<file path="src/fhri_pkg.sv">
// Operation
// The 8-bit main status register can be read at any moment, in any command phase.
// The main status register is read-only and a write aimed at it changes nothing.
// The data location is a stack of byte registers with one byte presented at a time.
// Commands are written into the data location and results are read back from it.
// Select 0 with only the read strobe low drives the main status onto the bus.
// Select 1 with only the read strobe low drives the presented stack byte onto the bus.
// Select 1 with only the write strobe low captures the bus byte into the stack.
// The host never lowers both strobes together nor writes with select at 0.
// Status bits 0 to 3 are set while drives 0 to 3 are each seeking.
// Status bit 5 is set only during an execution phase in non-DMA mode.
// Status bit 5 clears when the non-DMA execution phase ends.
// Status bit 6 reads 1 for a transfer toward the host and 0 for one from the host.
// Status bit 7 says the data register is ready and the host checks it with bit 6.
// In non-DMA mode an interrupt request is raised for every data byte moved.
// In DMA mode the host only loads commands and the DMA controller moves execution bytes.
// Commands are multi-byte sequences of 8-bit values written through the data location.
// With chip select high the strobes are ignored and the data bus is not driven; the code still honours them while acknowledge is low in DMA execution.
package fhri_pkg;
	localparam int DATA_W = 8;
	localparam int FIFO_DEPTH = 8;
	localparam int SEEK_N = 4;
	localparam int PIN_W = 14;
	localparam int PIN_CS = 13;
	localparam int PIN_RD = 12;
	localparam int PIN_WR = 11;
	localparam int PIN_SEL = 10;
	localparam int PIN_DACK = 9;
	localparam int PIN_TC = 8;
	localparam int PIN_DB = 0;
	// chip select, strobes and acknowledge idle high, the rest low
	localparam logic [PIN_W-1:0] PIN_IDLE = 14'h3A00;
	localparam int ST_SEEK = 0;
	localparam int ST_PIO = 5;
	localparam int ST_DIR = 6;
	localparam int ST_RDY = 7;
	localparam logic [DATA_W-1:0] STATUS_RESET = 8'h00;
endpackage : fhri_pkg

</file>
<file path="src/fhri_top.sv">
`timescale 1ns/10ps
module fhri_top (
	input wire logic clk,
	input wire logic rst,
	input wire logic csN,
	input wire logic rdN,
	input wire logic wrN,
	input wire logic registerSelect,
	input wire logic [fhri_pkg::DATA_W-1:0] dbIn,
	output logic [fhri_pkg::DATA_W-1:0] dbOut,
	output logic dbOe,
	output logic intReq,
	output logic drq,
	input wire logic dackN,
	input wire logic tc,
	output logic tcSeen,
	input wire logic drive0SeekActive,
	input wire logic drive1SeekActive,
	input wire logic drive2SeekActive,
	input wire logic drive3SeekActive,
	input wire logic execActive,
	input wire logic execDma,
	input wire logic hostReadDir,
	output logic toCoreValid,
	input wire logic toCoreReady,
	output logic [fhri_pkg::DATA_W-1:0] toCoreData,
	input wire logic fromCoreValid,
	output logic fromCoreReady,
	input wire logic [fhri_pkg::DATA_W-1:0] fromCoreData
);
	import fhri_pkg::*;

	typedef struct packed {
		logic [DATA_W-1:0] dbOut;
		logic dbOe;
		logic [DATA_W-1:0] status;
		logic [DATA_W-1:0] holdData;
		logic holdValid;
		logic [DATA_W-1:0] wrData;
		logic [DATA_W-1:0] pushData;
		logic push;
		logic [DATA_W-1:0] toCoreData;
		logic toCoreValid;
		logic fromCoreReady;
		logic intReq;
		logic drq;
		logic tcSeen;
		logic tcPrev;
		logic rdPrev;
		logic wrPrev;
		logic rdIsData;
	} fhri_top_t;

	fhri_top_t st;
	fhri_top_t next_st;

	logic [PIN_W-1:0] pinsRaw;
	logic [PIN_W-1:0] pins;
	logic [DATA_W-1:0] busByte;
	logic [DATA_W-1:0] liveStatus;
	logic [SEEK_N-1:0] seekVec;
	logic hostSel;
	logic dmaExec;
	logic pioExec;
	logic dmaSel;
	logic rdOnly;
	logic wrOnly;
	logic dataPath;
	logic rdAct;
	logic wrAct;
	logic rdStart;
	logic rdEnd;
	logic wrStart;
	logic wrEnd;
	logic statusRdStart;
	logic dataRdStart;
	logic dataRdEnd;
	logic statusWr;
	logic rqmNow;
	logic intSet;
	logic intClr;
	logic fifoInReady;
	logic fifoOutValid;
	logic fifoOutReady;
	logic [DATA_W-1:0] fifoOutData;

	assign pinsRaw = {csN, rdN, wrN, registerSelect, dackN, tc, dbIn};

	fhri_sync #(
		.W(PIN_W),
		.IDLE(PIN_IDLE)
	) u_sync (
		.clk(clk),
		.rst(rst),
		.din(pinsRaw),
		.dout(pins)
	);

	// host bytes queue here so a slow core does not lose a burst of parameters
	fhri_fifo #(
		.W(DATA_W),
		.DEPTH(FIFO_DEPTH)
	) u_fifo (
		.clk(clk),
		.rst(rst),
		.inValid(st.push),
		.inReady(fifoInReady),
		.inData(st.pushData),
		.outValid(fifoOutValid),
		.outReady(fifoOutReady),
		.outData(fifoOutData)
	);

	assign busByte = pins[PIN_DB+DATA_W-1:PIN_DB];
	assign seekVec = {drive3SeekActive, drive2SeekActive, drive1SeekActive, drive0SeekActive};
	assign hostSel = ~pins[PIN_CS];
	assign dmaExec = execActive & execDma;
	assign pioExec = execActive & ~execDma;
	assign dmaSel = ~pins[PIN_DACK] & dmaExec;
	// both strobes low at once is treated as no access at all
	assign rdOnly = ~pins[PIN_RD] & pins[PIN_WR];
	assign wrOnly = ~pins[PIN_WR] & pins[PIN_RD];
	// the host loses the data path while the DMA controller owns execution
	assign dataPath = dmaSel | (hostSel & pins[PIN_SEL] & ~dmaExec);
	assign rdAct = rdOnly & (dataPath | (hostSel & ~pins[PIN_SEL]));
	// a write with select at 0 matches nothing and is dropped unless acknowledge is low in DMA execution
	assign wrAct = wrOnly & dataPath;
	assign statusWr = hostSel & ~pins[PIN_SEL] & wrOnly;
	assign rdStart = rdAct & ~st.rdPrev;
	assign rdEnd = ~rdAct & st.rdPrev;
	assign wrStart = wrAct & ~st.wrPrev;
	assign wrEnd = ~wrAct & st.wrPrev;
	assign statusRdStart = rdStart & ~dataPath;
	assign dataRdStart = rdStart & dataPath;
	assign dataRdEnd = rdEnd & st.rdIsData;

	// a pending push is counted as taken, so ready never promises a slot twice
	assign rqmNow = hostReadDir ? st.holdValid : (fifoInReady & ~st.push);
	assign fifoOutReady = fifoOutValid & (~st.toCoreValid | toCoreReady);

	always_comb begin
		liveStatus = STATUS_RESET;
		liveStatus[ST_SEEK+SEEK_N-1:ST_SEEK] = seekVec;
		liveStatus[ST_PIO] = pioExec;
		liveStatus[ST_DIR] = hostReadDir;
		liveStatus[ST_RDY] = rqmNow & ~dmaExec;
	end

	// a byte becomes due on a rising ready, or on entry to a non-DMA execution
	assign intSet = pioExec & rqmNow & (~st.status[ST_RDY] | ~st.status[ST_PIO]);
	assign intClr = dataRdStart | (wrStart & dataPath) | ~pioExec;

	always_comb begin
		next_st = st;
		next_st.push = 1'b0;
		next_st.fromCoreReady = 1'b0;
		next_st.tcSeen = 1'b0;
		next_st.rdPrev = rdAct;
		next_st.wrPrev = wrAct;
		next_st.tcPrev = pins[PIN_TC];
		next_st.status = liveStatus;
		if (rdStart) begin
			next_st.rdIsData = dataPath;
		end
		if (rdAct) begin
			next_st.dbOe = 1'b1;
			if (rdStart) begin
				next_st.dbOut = dataPath ? st.holdData : st.status;
			end else if (!st.rdIsData) begin
				// a long status read keeps following the live state
				next_st.dbOut = st.status;
			end
		end else begin
			next_st.dbOe = 1'b0;
		end
		if (wrAct) begin
			next_st.wrData = busByte;
		end
		// the byte is taken at the trailing edge, when the host data has settled
		if (wrEnd) begin
			next_st.push = 1'b1;
			next_st.pushData = st.wrData;
		end
		if (dataRdEnd) begin
			next_st.holdValid = 1'b0;
		end
		if (!st.holdValid && fromCoreValid && !st.fromCoreReady) begin
			next_st.holdData = fromCoreData;
			next_st.holdValid = 1'b1;
			next_st.fromCoreReady = 1'b1;
		end
		if (fifoOutReady) begin
			next_st.toCoreValid = 1'b1;
			next_st.toCoreData = fifoOutData;
		end else if (toCoreReady) begin
			next_st.toCoreValid = 1'b0;
		end
		next_st.drq = dmaExec & rqmNow & ~(dmaSel & (rdOnly | wrOnly)) & ~rdEnd & ~wrEnd;
		next_st.intReq = intSet | (st.intReq & ~intClr);
		next_st.tcSeen = pins[PIN_TC] & ~st.tcPrev & dmaSel;
	end

	always_ff @(posedge clk or posedge rst) begin
		if (rst) begin
			st <= '0;
		end else begin
			st <= next_st;
		end
	end

	assign dbOut = st.dbOut;
	assign dbOe = st.dbOe;
	assign intReq = st.intReq;
	assign drq = st.drq;
	assign tcSeen = st.tcSeen;
	assign toCoreValid = st.toCoreValid;
	assign toCoreData = st.toCoreData;
	assign fromCoreReady = st.fromCoreReady;
endmodule : fhri_top

</file>
<file path="src/fhri_sync.sv">
`timescale 1ns/10ps
module fhri_sync #(
	parameter int W = 1,
	parameter logic [W-1:0] IDLE = '0
) (
	input wire logic clk,
	input wire logic rst,
	input wire logic [W-1:0] din,
	output logic [W-1:0] dout
);
	typedef struct packed {
		logic [W-1:0] s1;
		logic [W-1:0] s2;
		logic [W-1:0] s3;
		logic [W-1:0] q;
	} fhri_sync_t;

	fhri_sync_t st;
	fhri_sync_t next_st;
	logic [W-1:0] agreed;

	// a bit moves only once the second and third stages match, so a one-cycle glitch never lands
	genvar i;
	generate
		for (i = 0; i < W; i++) begin : g_bit
			assign agreed[i] = (st.s2[i] == st.s3[i]) ? st.s2[i] : st.q[i];
		end
	endgenerate

	always_comb begin
		next_st = st;
		next_st.s1 = din;
		next_st.s2 = st.s1;
		next_st.s3 = st.s2;
		next_st.q = agreed;
	end

	always_ff @(posedge clk or posedge rst) begin
		if (rst) begin
			st <= {IDLE, IDLE, IDLE, IDLE};
		end else begin
			st <= next_st;
		end
	end

	assign dout = st.q;
endmodule : fhri_sync

</file>
<file path="src/fhri_fifo.sv">
`timescale 1ns/10ps
module fhri_fifo #(
	parameter int W = 8,
	parameter int DEPTH = 8
) (
	input wire logic clk,
	input wire logic rst,
	input wire logic inValid,
	output logic inReady,
	input wire logic [W-1:0] inData,
	output logic outValid,
	input wire logic outReady,
	output logic [W-1:0] outData
);
	localparam int AW = $clog2(DEPTH);
	localparam int CW = $clog2(DEPTH + 1);
	localparam logic [AW-1:0] LAST = AW'(DEPTH - 1);
	localparam logic [CW-1:0] FULL = CW'(DEPTH);

	typedef struct packed {
		logic [DEPTH-1:0][W-1:0] mem;
		logic [AW-1:0] wp;
		logic [AW-1:0] rp;
		logic [CW-1:0] count;
	} fhri_fifo_t;

	fhri_fifo_t st;
	fhri_fifo_t next_st;
	logic doPush;
	logic doPop;

	assign inReady = st.count != FULL;
	assign outValid = st.count != '0;
	assign outData = st.mem[st.rp];
	assign doPush = inValid & inReady;
	assign doPop = outValid & outReady;

	always_comb begin
		next_st = st;
		if (doPush) begin
			next_st.mem[st.wp] = inData;
			next_st.wp = (st.wp == LAST) ? '0 : st.wp + 1'b1;
		end
		if (doPop) begin
			next_st.rp = (st.rp == LAST) ? '0 : st.rp + 1'b1;
		end
		next_st.count = st.count + CW'(doPush) - CW'(doPop);
	end

	always_ff @(posedge clk or posedge rst) begin
		if (rst) begin
			st <= '0;
		end else begin
			st <= next_st;
		end
	end
endmodule : fhri_fifo

</file>
<file path="config.mk">
export PLATFORM = sky130hd
export DESIGN_NAME = fhri_top
export DESIGN_NICKNAME = d
export VERILOG_FILES = /design/src/fhri_pkg.sv /design/src/fhri_top.sv /design/src/fhri_sync.sv /design/src/fhri_fifo.sv
export SDC_FILE = /design/constraint.sdc
export NUM_CORES = 1
export LEC_CHECK = 0
export ABC_AREA = 0
export BUFFER_PORTS_ARGS = -buffer_cell sky130_fd_sc_hd__buf_2
export CELL_PAD_IN_SITES_DETAIL_PLACEMENT = 1
export CELL_PAD_IN_SITES_GLOBAL_PLACEMENT = 1
export CORE_UTILIZATION = 50
export CTS_CLUSTER_DIAMETER = 120
export DETAILED_ROUTE_END_ITERATION = 10
export PLACE_DENSITY = 0.87
export SLEW_MARGIN = 20
export SYNTH_ARGS = -nofsm -noshare
export SYNTH_HDL_FRONTEND = slang
export SYNTH_SLANG_ARGS = --single-unit
</file>
<file path="constraint.sdc">
create_clock -name clk -period 8.28 [get_ports clk]
set_input_delay 1.656 -clock clk [delete_from_list [all_inputs] [get_ports clk]]
set_output_delay 1.656 -clock clk [all_outputs]
set_load 0.005 [all_outputs]
</file>
==> Word-level counts from Yosys, hierarchy flattened <==
Cells that the tools add are included.
Widths: inputs -> output; s select.
{ "op_classes": {"eq_ne": 18, "mux": 18, "add_sub_neg": 4, "bitwise": 61, "order_cmp": 3, "n_reduce_logical": 9} }
{ "ops": {"columns": ["cell", "count"], "rows": [
  ["$bwmux 64", 1],
  ["$mux 8", 5],
  ["$and 1x1->1", 32],
  ["$bmux 8 s3", 1],
  ["$demux 8 s3", 1],
  ["$not 1->1", 21],
  ["$eq 1x1->1", 14],
  ["$lt 3x4->1 const B", 2],
  ["$mux 1", 8],
  ["$or 1x1->1", 8],
  ["$add 3x1->3 const B", 2],
  ["$eq 3x3->1 const B", 2],
  ["$mux 3", 2],
  ["$add 4x1->4", 1],
  ["$ne 4x4->1 const B", 1],
  ["$reduce_bool 2->1", 2],
  ["$reduce_bool 4->1", 1],
  ["$sub 4x1->4", 1],
  ["$ge 3x1->1 const B", 1],
  ["$logic_and 1x1->1", 3],
  ["$logic_not 1->1", 2],
  ["$ne 2x1->1 const B", 1],
  ["$reduce_and 2->1", 1]
]} }
{ "totals": {"out_inout_bits": 22, "regBits": 189, "word_cells": 159} }

==> Logic depth before layout (Yosys ltp) <==
{ "logic_depth": {"depth_word": 13, "ltp_mapped": 10} }

==> Hierarchy <==
A second synthesis with hierarchy kept.
{ "unflattened": {"hier_cells": 481, "hier_area_um2": 7719.9} }
{ "by_module_without_submodules": {"columns": ["module", "instances", "cells_each", "area_per_inst_um2", "seq_area_each_um2"], "rows": [
  ["fhri_fifo", 1, 221, 3593.4, 1851.8],
  ["fhri_top", 1, 175, 2438.6, 1451.4],
  ["fhri_sync", 1, 85, 1687.9, 1421.4]
]} }

==> Worst setup path after synthesis <==
Ideal clock, no wire load.
{ "synth_path": {"path_type": "in2reg", "from": "in toCoreReady", "to": "reg u_fifo.st[2] (netlist bit)", "path_stages": 9, "required_ns": 8.157, "arrival_time_ns": 3.105, "setup_slack_ns": 5.053, "cell_sequence": "nor2b_1 > a21oi_1 > clkbuf_1 > ha_1 > inv_1 > ha_1 > inv_1 > fa_1 > xnor2_1"} }
{ "synth_rtl": {"columns": ["item", "line_no", "text"], "rows": [
  ["start, declared", "fhri_top.sv:25", "input wire logic toCoreReady,"],
  ["end signal, assigned", "fhri_fifo.sv:54", "st <= next_st;"],
  ["end, declared", "fhri_fifo.sv:27", "fhri_fifo_t st;"]
]} }

==> Worst setup path in the final report <==
{ "layout_path": {"from": "in execActive", "to": "reg st[25] (netlist bit)"} }
{ "layout_via": {"elab_chain_cells": 7} }
{ "layout_rtl": {"columns": ["item", "line_no", "text"], "rows": [
  ["start, declared", "fhri_top.sv:21", "input wire logic execActive,"],
  ["$and 1x1->1 (*)", "fhri_top.sv:117", "assign dmaExec = execActive & execDma;"],
  ["$not 1->1", "fhri_top.sv:124", "assign dataPath = dmaSel | (hostSel & pins[PIN_SEL] & ~dmaExec);"],
  ["$and 1x1->1", "fhri_top.sv:124", null],
  ["$or 1x1->1 (*)", "fhri_top.sv:124", null],
  ["$and 1x1->1 (*)", "fhri_top.sv:127", "assign wrAct = wrOnly & dataPath;"],
  ["$not 1->1 (*)", "fhri_top.sv:132", "assign wrEnd = ~wrAct & st.wrPrev;"],
  ["$and 1x1->1 (*)", "fhri_top.sv:132", null],
  ["end signal, assigned", "fhri_top.sv:207", "st <= next_st;"],
  ["end, declared", "fhri_top.sv:54", "fhri_top_t st;"]
]} }
Every way passes the cells marked *; elsewhere a longest branch is shown, timed or not.
A chain may end at the register's enable or synchronous reset.

==> run_results.csv <==
group,metric,value,unit
status,status,"finished, final reports clean",
worst_setup_path,crit_fanout,10,
detailed_routing,ant_nets,0,
layout,utilization,57.6,%
grt,grt-ovfl-total,0,
clocking,post_cts.repair.setup_buffers,0,
sta,hold_viol_final,0,
clocking,cts_made_buffers,17,
logic_synthesis,synth_commonest_cells,"172 x dfrtp_1, 91 x mux2_2, 19 x buf_4",
detailed_routing,num_vias,4030,
detailed_routing,wl,14800,µm
sta,tightest_slew,0.891,ns
layout,diodes,0,
clocking,cts_tree,"yes",
logic_synthesis,yosysSeqAreaShare,63.7,%
sta,worst_slack,5.29,ns
logic_synthesis,yosysMostFrequentCell,"dfrtp_1",
sta,fin_crit,2.99,ns
sta,fin_crit_sh,36.1,%
sta,rsz0062_at_grt,"no",
logic_synthesis,syn-num-nets,520,
clocking,cts_sinks,188,
logic_synthesis,syn_inst,474,
worst_setup_path,rr_startpoint,"u_fifo.st[2]",
clocking,clkTransAtPathRegs,0.07,ns
grt,antenna_found_initial,0,
placed_design,dpl_cell_area,7740,µm²
layout,fin_area,8340,µm²
worst_setup_path,criticalPathCategory,"input pin to flip-flop",
grt,gr-usage-all-layers,22.2,%
layout,fill_cells,1365,
die,die-area,15300,µm²
placed_design,pre_cts_ws,4.75,ns
sta,max_freq,334,MHz
logic_synthesis,ys_ff_latch,188,
clocking,clk_latency,0.44,ns
detailed_routing,wl_per_cell,20.6,µm
detailed_routing,initialDrtViolationCount,269,
sta,fin_skew,0.0107,ns
detailed_routing,routed_via_density,5.63,
detailed_routing,firstDrtPassIters,4,
clocking,cts_max_level,4,
logic_synthesis,synthArstFlopShare,100,%
detailed_routing,drc_errors,0,
placed_design,place_congestion,0.754,
grt,grt_pass1_vias,4512,
die,start_util,51.2,%
logic_synthesis,synth_top_cell_by_area,"dfrtp_1",
job,cap_violations,0,
logic_synthesis,synth-edff-count,0,
sta,hold_slack,0.348,ns
die,io_pins,55,
worst_setup_path,cp-startpoint,"execActive",
layout,drive_gt1_share,42.5,%
logic_synthesis,synth_top_area_share,58.1,%
logic_synthesis,mappedNetlistArea,7410,µm²
sta,tns,0,ns
worst_setup_path,worstSetupEndpointType,"flip-flop",
worst_setup_path,timing.rr.end,"u_fifo.st[1]",
pwr,vdd_ir_drop_max,0.290,mV
clocking,clockBufferDepth,2,
placed_design,dp_hpwl,9580,µm
die,fp-row-count,44,
pwr,cellLeakagePower,3.94,nW
clocking,cts-root-buf,"clkbuf_16",
worst_setup_path,crit_path_start_kind,"input pin",
logic_synthesis,ys_warn_count,0,
layout,regArea,4730,µm²
sta,slew_headroom,40.6,%
die,die_h,124,µm
pwr,p_total,2.74,mW
worst_setup_path,rr_worst_depth,9,
layout,final_nets,565,
sta,setup_viol,0,
hold_path,min_path_type,"flip-flop to flip-flop",
logic_synthesis,ys.flop_type,"dfrtp_1",
placed_design,port_buffers,54,
die,die_x,124,µm
grt,grt_pass1_wl,24500,µm
die,core_area,14500,µm²
layout,multiInputGateArea,2430,µm²
worst_setup_path,crit_end,"st[25]",
placed_design,placedCellCount,684,
clocking,post_cts_resized,0,
logic_synthesis,yosys.cell_types.count,44,
worst_setup_path,required,8.60,ns
clocking,cts_hold_buf,0,
grt,grt_max_degree,128,
sta,slew_violations,0,
logic_synthesis,synth_top_cells_by_area,"dfrtp_1 58%, mux2_2 14%, dfstp_2 5.7%",
layout,instances_no_fill,716,
worst_setup_path,rrSetupSlack,5.51,ns
worst_setup_path,cp.arrival,3.31,ns
layout,area_delta_synth_final,12.6,%
logic_synthesis,avgSynthCellArea,15.6,µm²
pwr,power_density,328,nW/µm²
power breakdown:
group	total [mW]	internal, mW	switching [mW]
logic	0.527	0.311	0.216
clock network	0.825	0.477	0.348
registers	1.38	1.14	0.246
worst max-delay path, stage by stage:
cell,delay (ns)
buf_2,0.13
and3b_1,0.24
a31o_2,0.34
a21boi_2,0.52
mux2_2,0.41
cells by family (layout without fill, tap and decap cells):
| group | after synthesis | count (layout) | share of synthesized area [%] |
|---|---|---|---|
| xor+xnor | 2 | 2 | 0.236 |
| fa+ha+maj | 27 | 27 | 4.19 |
| mux | 115 | 115 | 19.8 |
| buf+inv | 46 | 104 | 3.43 |
| simple gates | 45 | 45 | 4.10 |
| compound gates | 51 | 51 | 4.54 |
| flops | 188 | 188 | 63.7 |
layer usage:
layer  routed length, µm  part of all wire (%)  vias to the layer above  global-route usage, %
met2                7790                    53                       66                   37.3
li1                    -                     -                     1772                      -
met1                6240                    42                     2165                   27.6
met5                   0                     0                        -                      0
met3                 354                   2.4                       27                   4.76
met4                 365                   2.5                        0                   10.4
worst min path at each step:
stage                  startpoint                  to  slack, ns  depth (start not counted)
3_5_place_dp   u_sync.next_st[29]  u_sync.next_st[15]       0.34                          0
2_1_floorplan  u_sync.next_st[28]  u_sync.next_st[14]       0.33                          0
5_1_grt        u_sync.next_st[34]  u_sync.next_st[20]       0.35                          0
6_report       u_sync.next_st[35]  u_sync.next_st[21]       0.35                          0
3_3_place_gp   u_sync.next_st[28]  u_sync.next_st[14]       0.33                          0
4_1_cts        u_sync.next_st[29]  u_sync.next_st[15]       0.35                          0
sequential cells by signal, summed over array words and instances (netlist names), 8 cells and up:
signal / count
u_sync.next_st: 28
u_sync.st: 14
st: 36
u_sync.dout: 14
dbOut: 8
u_fifo.st: 74
toCoreData: 8
placed cells by master (no fill, tap or decap), types with 3 or more instances in the layout:
cell	netlist	routed
dfrtp_1	172	171
mux2_2	91	91
buf_2	2	54
clkbuf_16	0	17
mux4_2	16	16
dfstp_2	16	16
a21oi_1	15	15
maj3_1	14	14
nor2_1	13	13
inv_1	14	13
ha_1	12	12
o21ai_0	10	10
nand2_1	10	10
a31oi_1	9	9
mux2i_1	8	8
a2bb2oi_1	7	7
nand2b_1	3	3
nor2b_1	3	3
clkinv_2	0	3
bufinv_16	0	3
inv_6	0	3
clkinv_4	0	3
buf_4	19	3
area by class of cell:
type	count	share of cell area, %
Inverter	15	0.765
Sequential cell	188	56.6
Timing Repair Buffer	57	3.51
Clock inverter	13	1.98
Clock buffer	19	5.19
Tap cell	184	2.76
Multi-Input combinational cell	240	29.2
No activity file was read; power rests on OpenSTA's default activity.
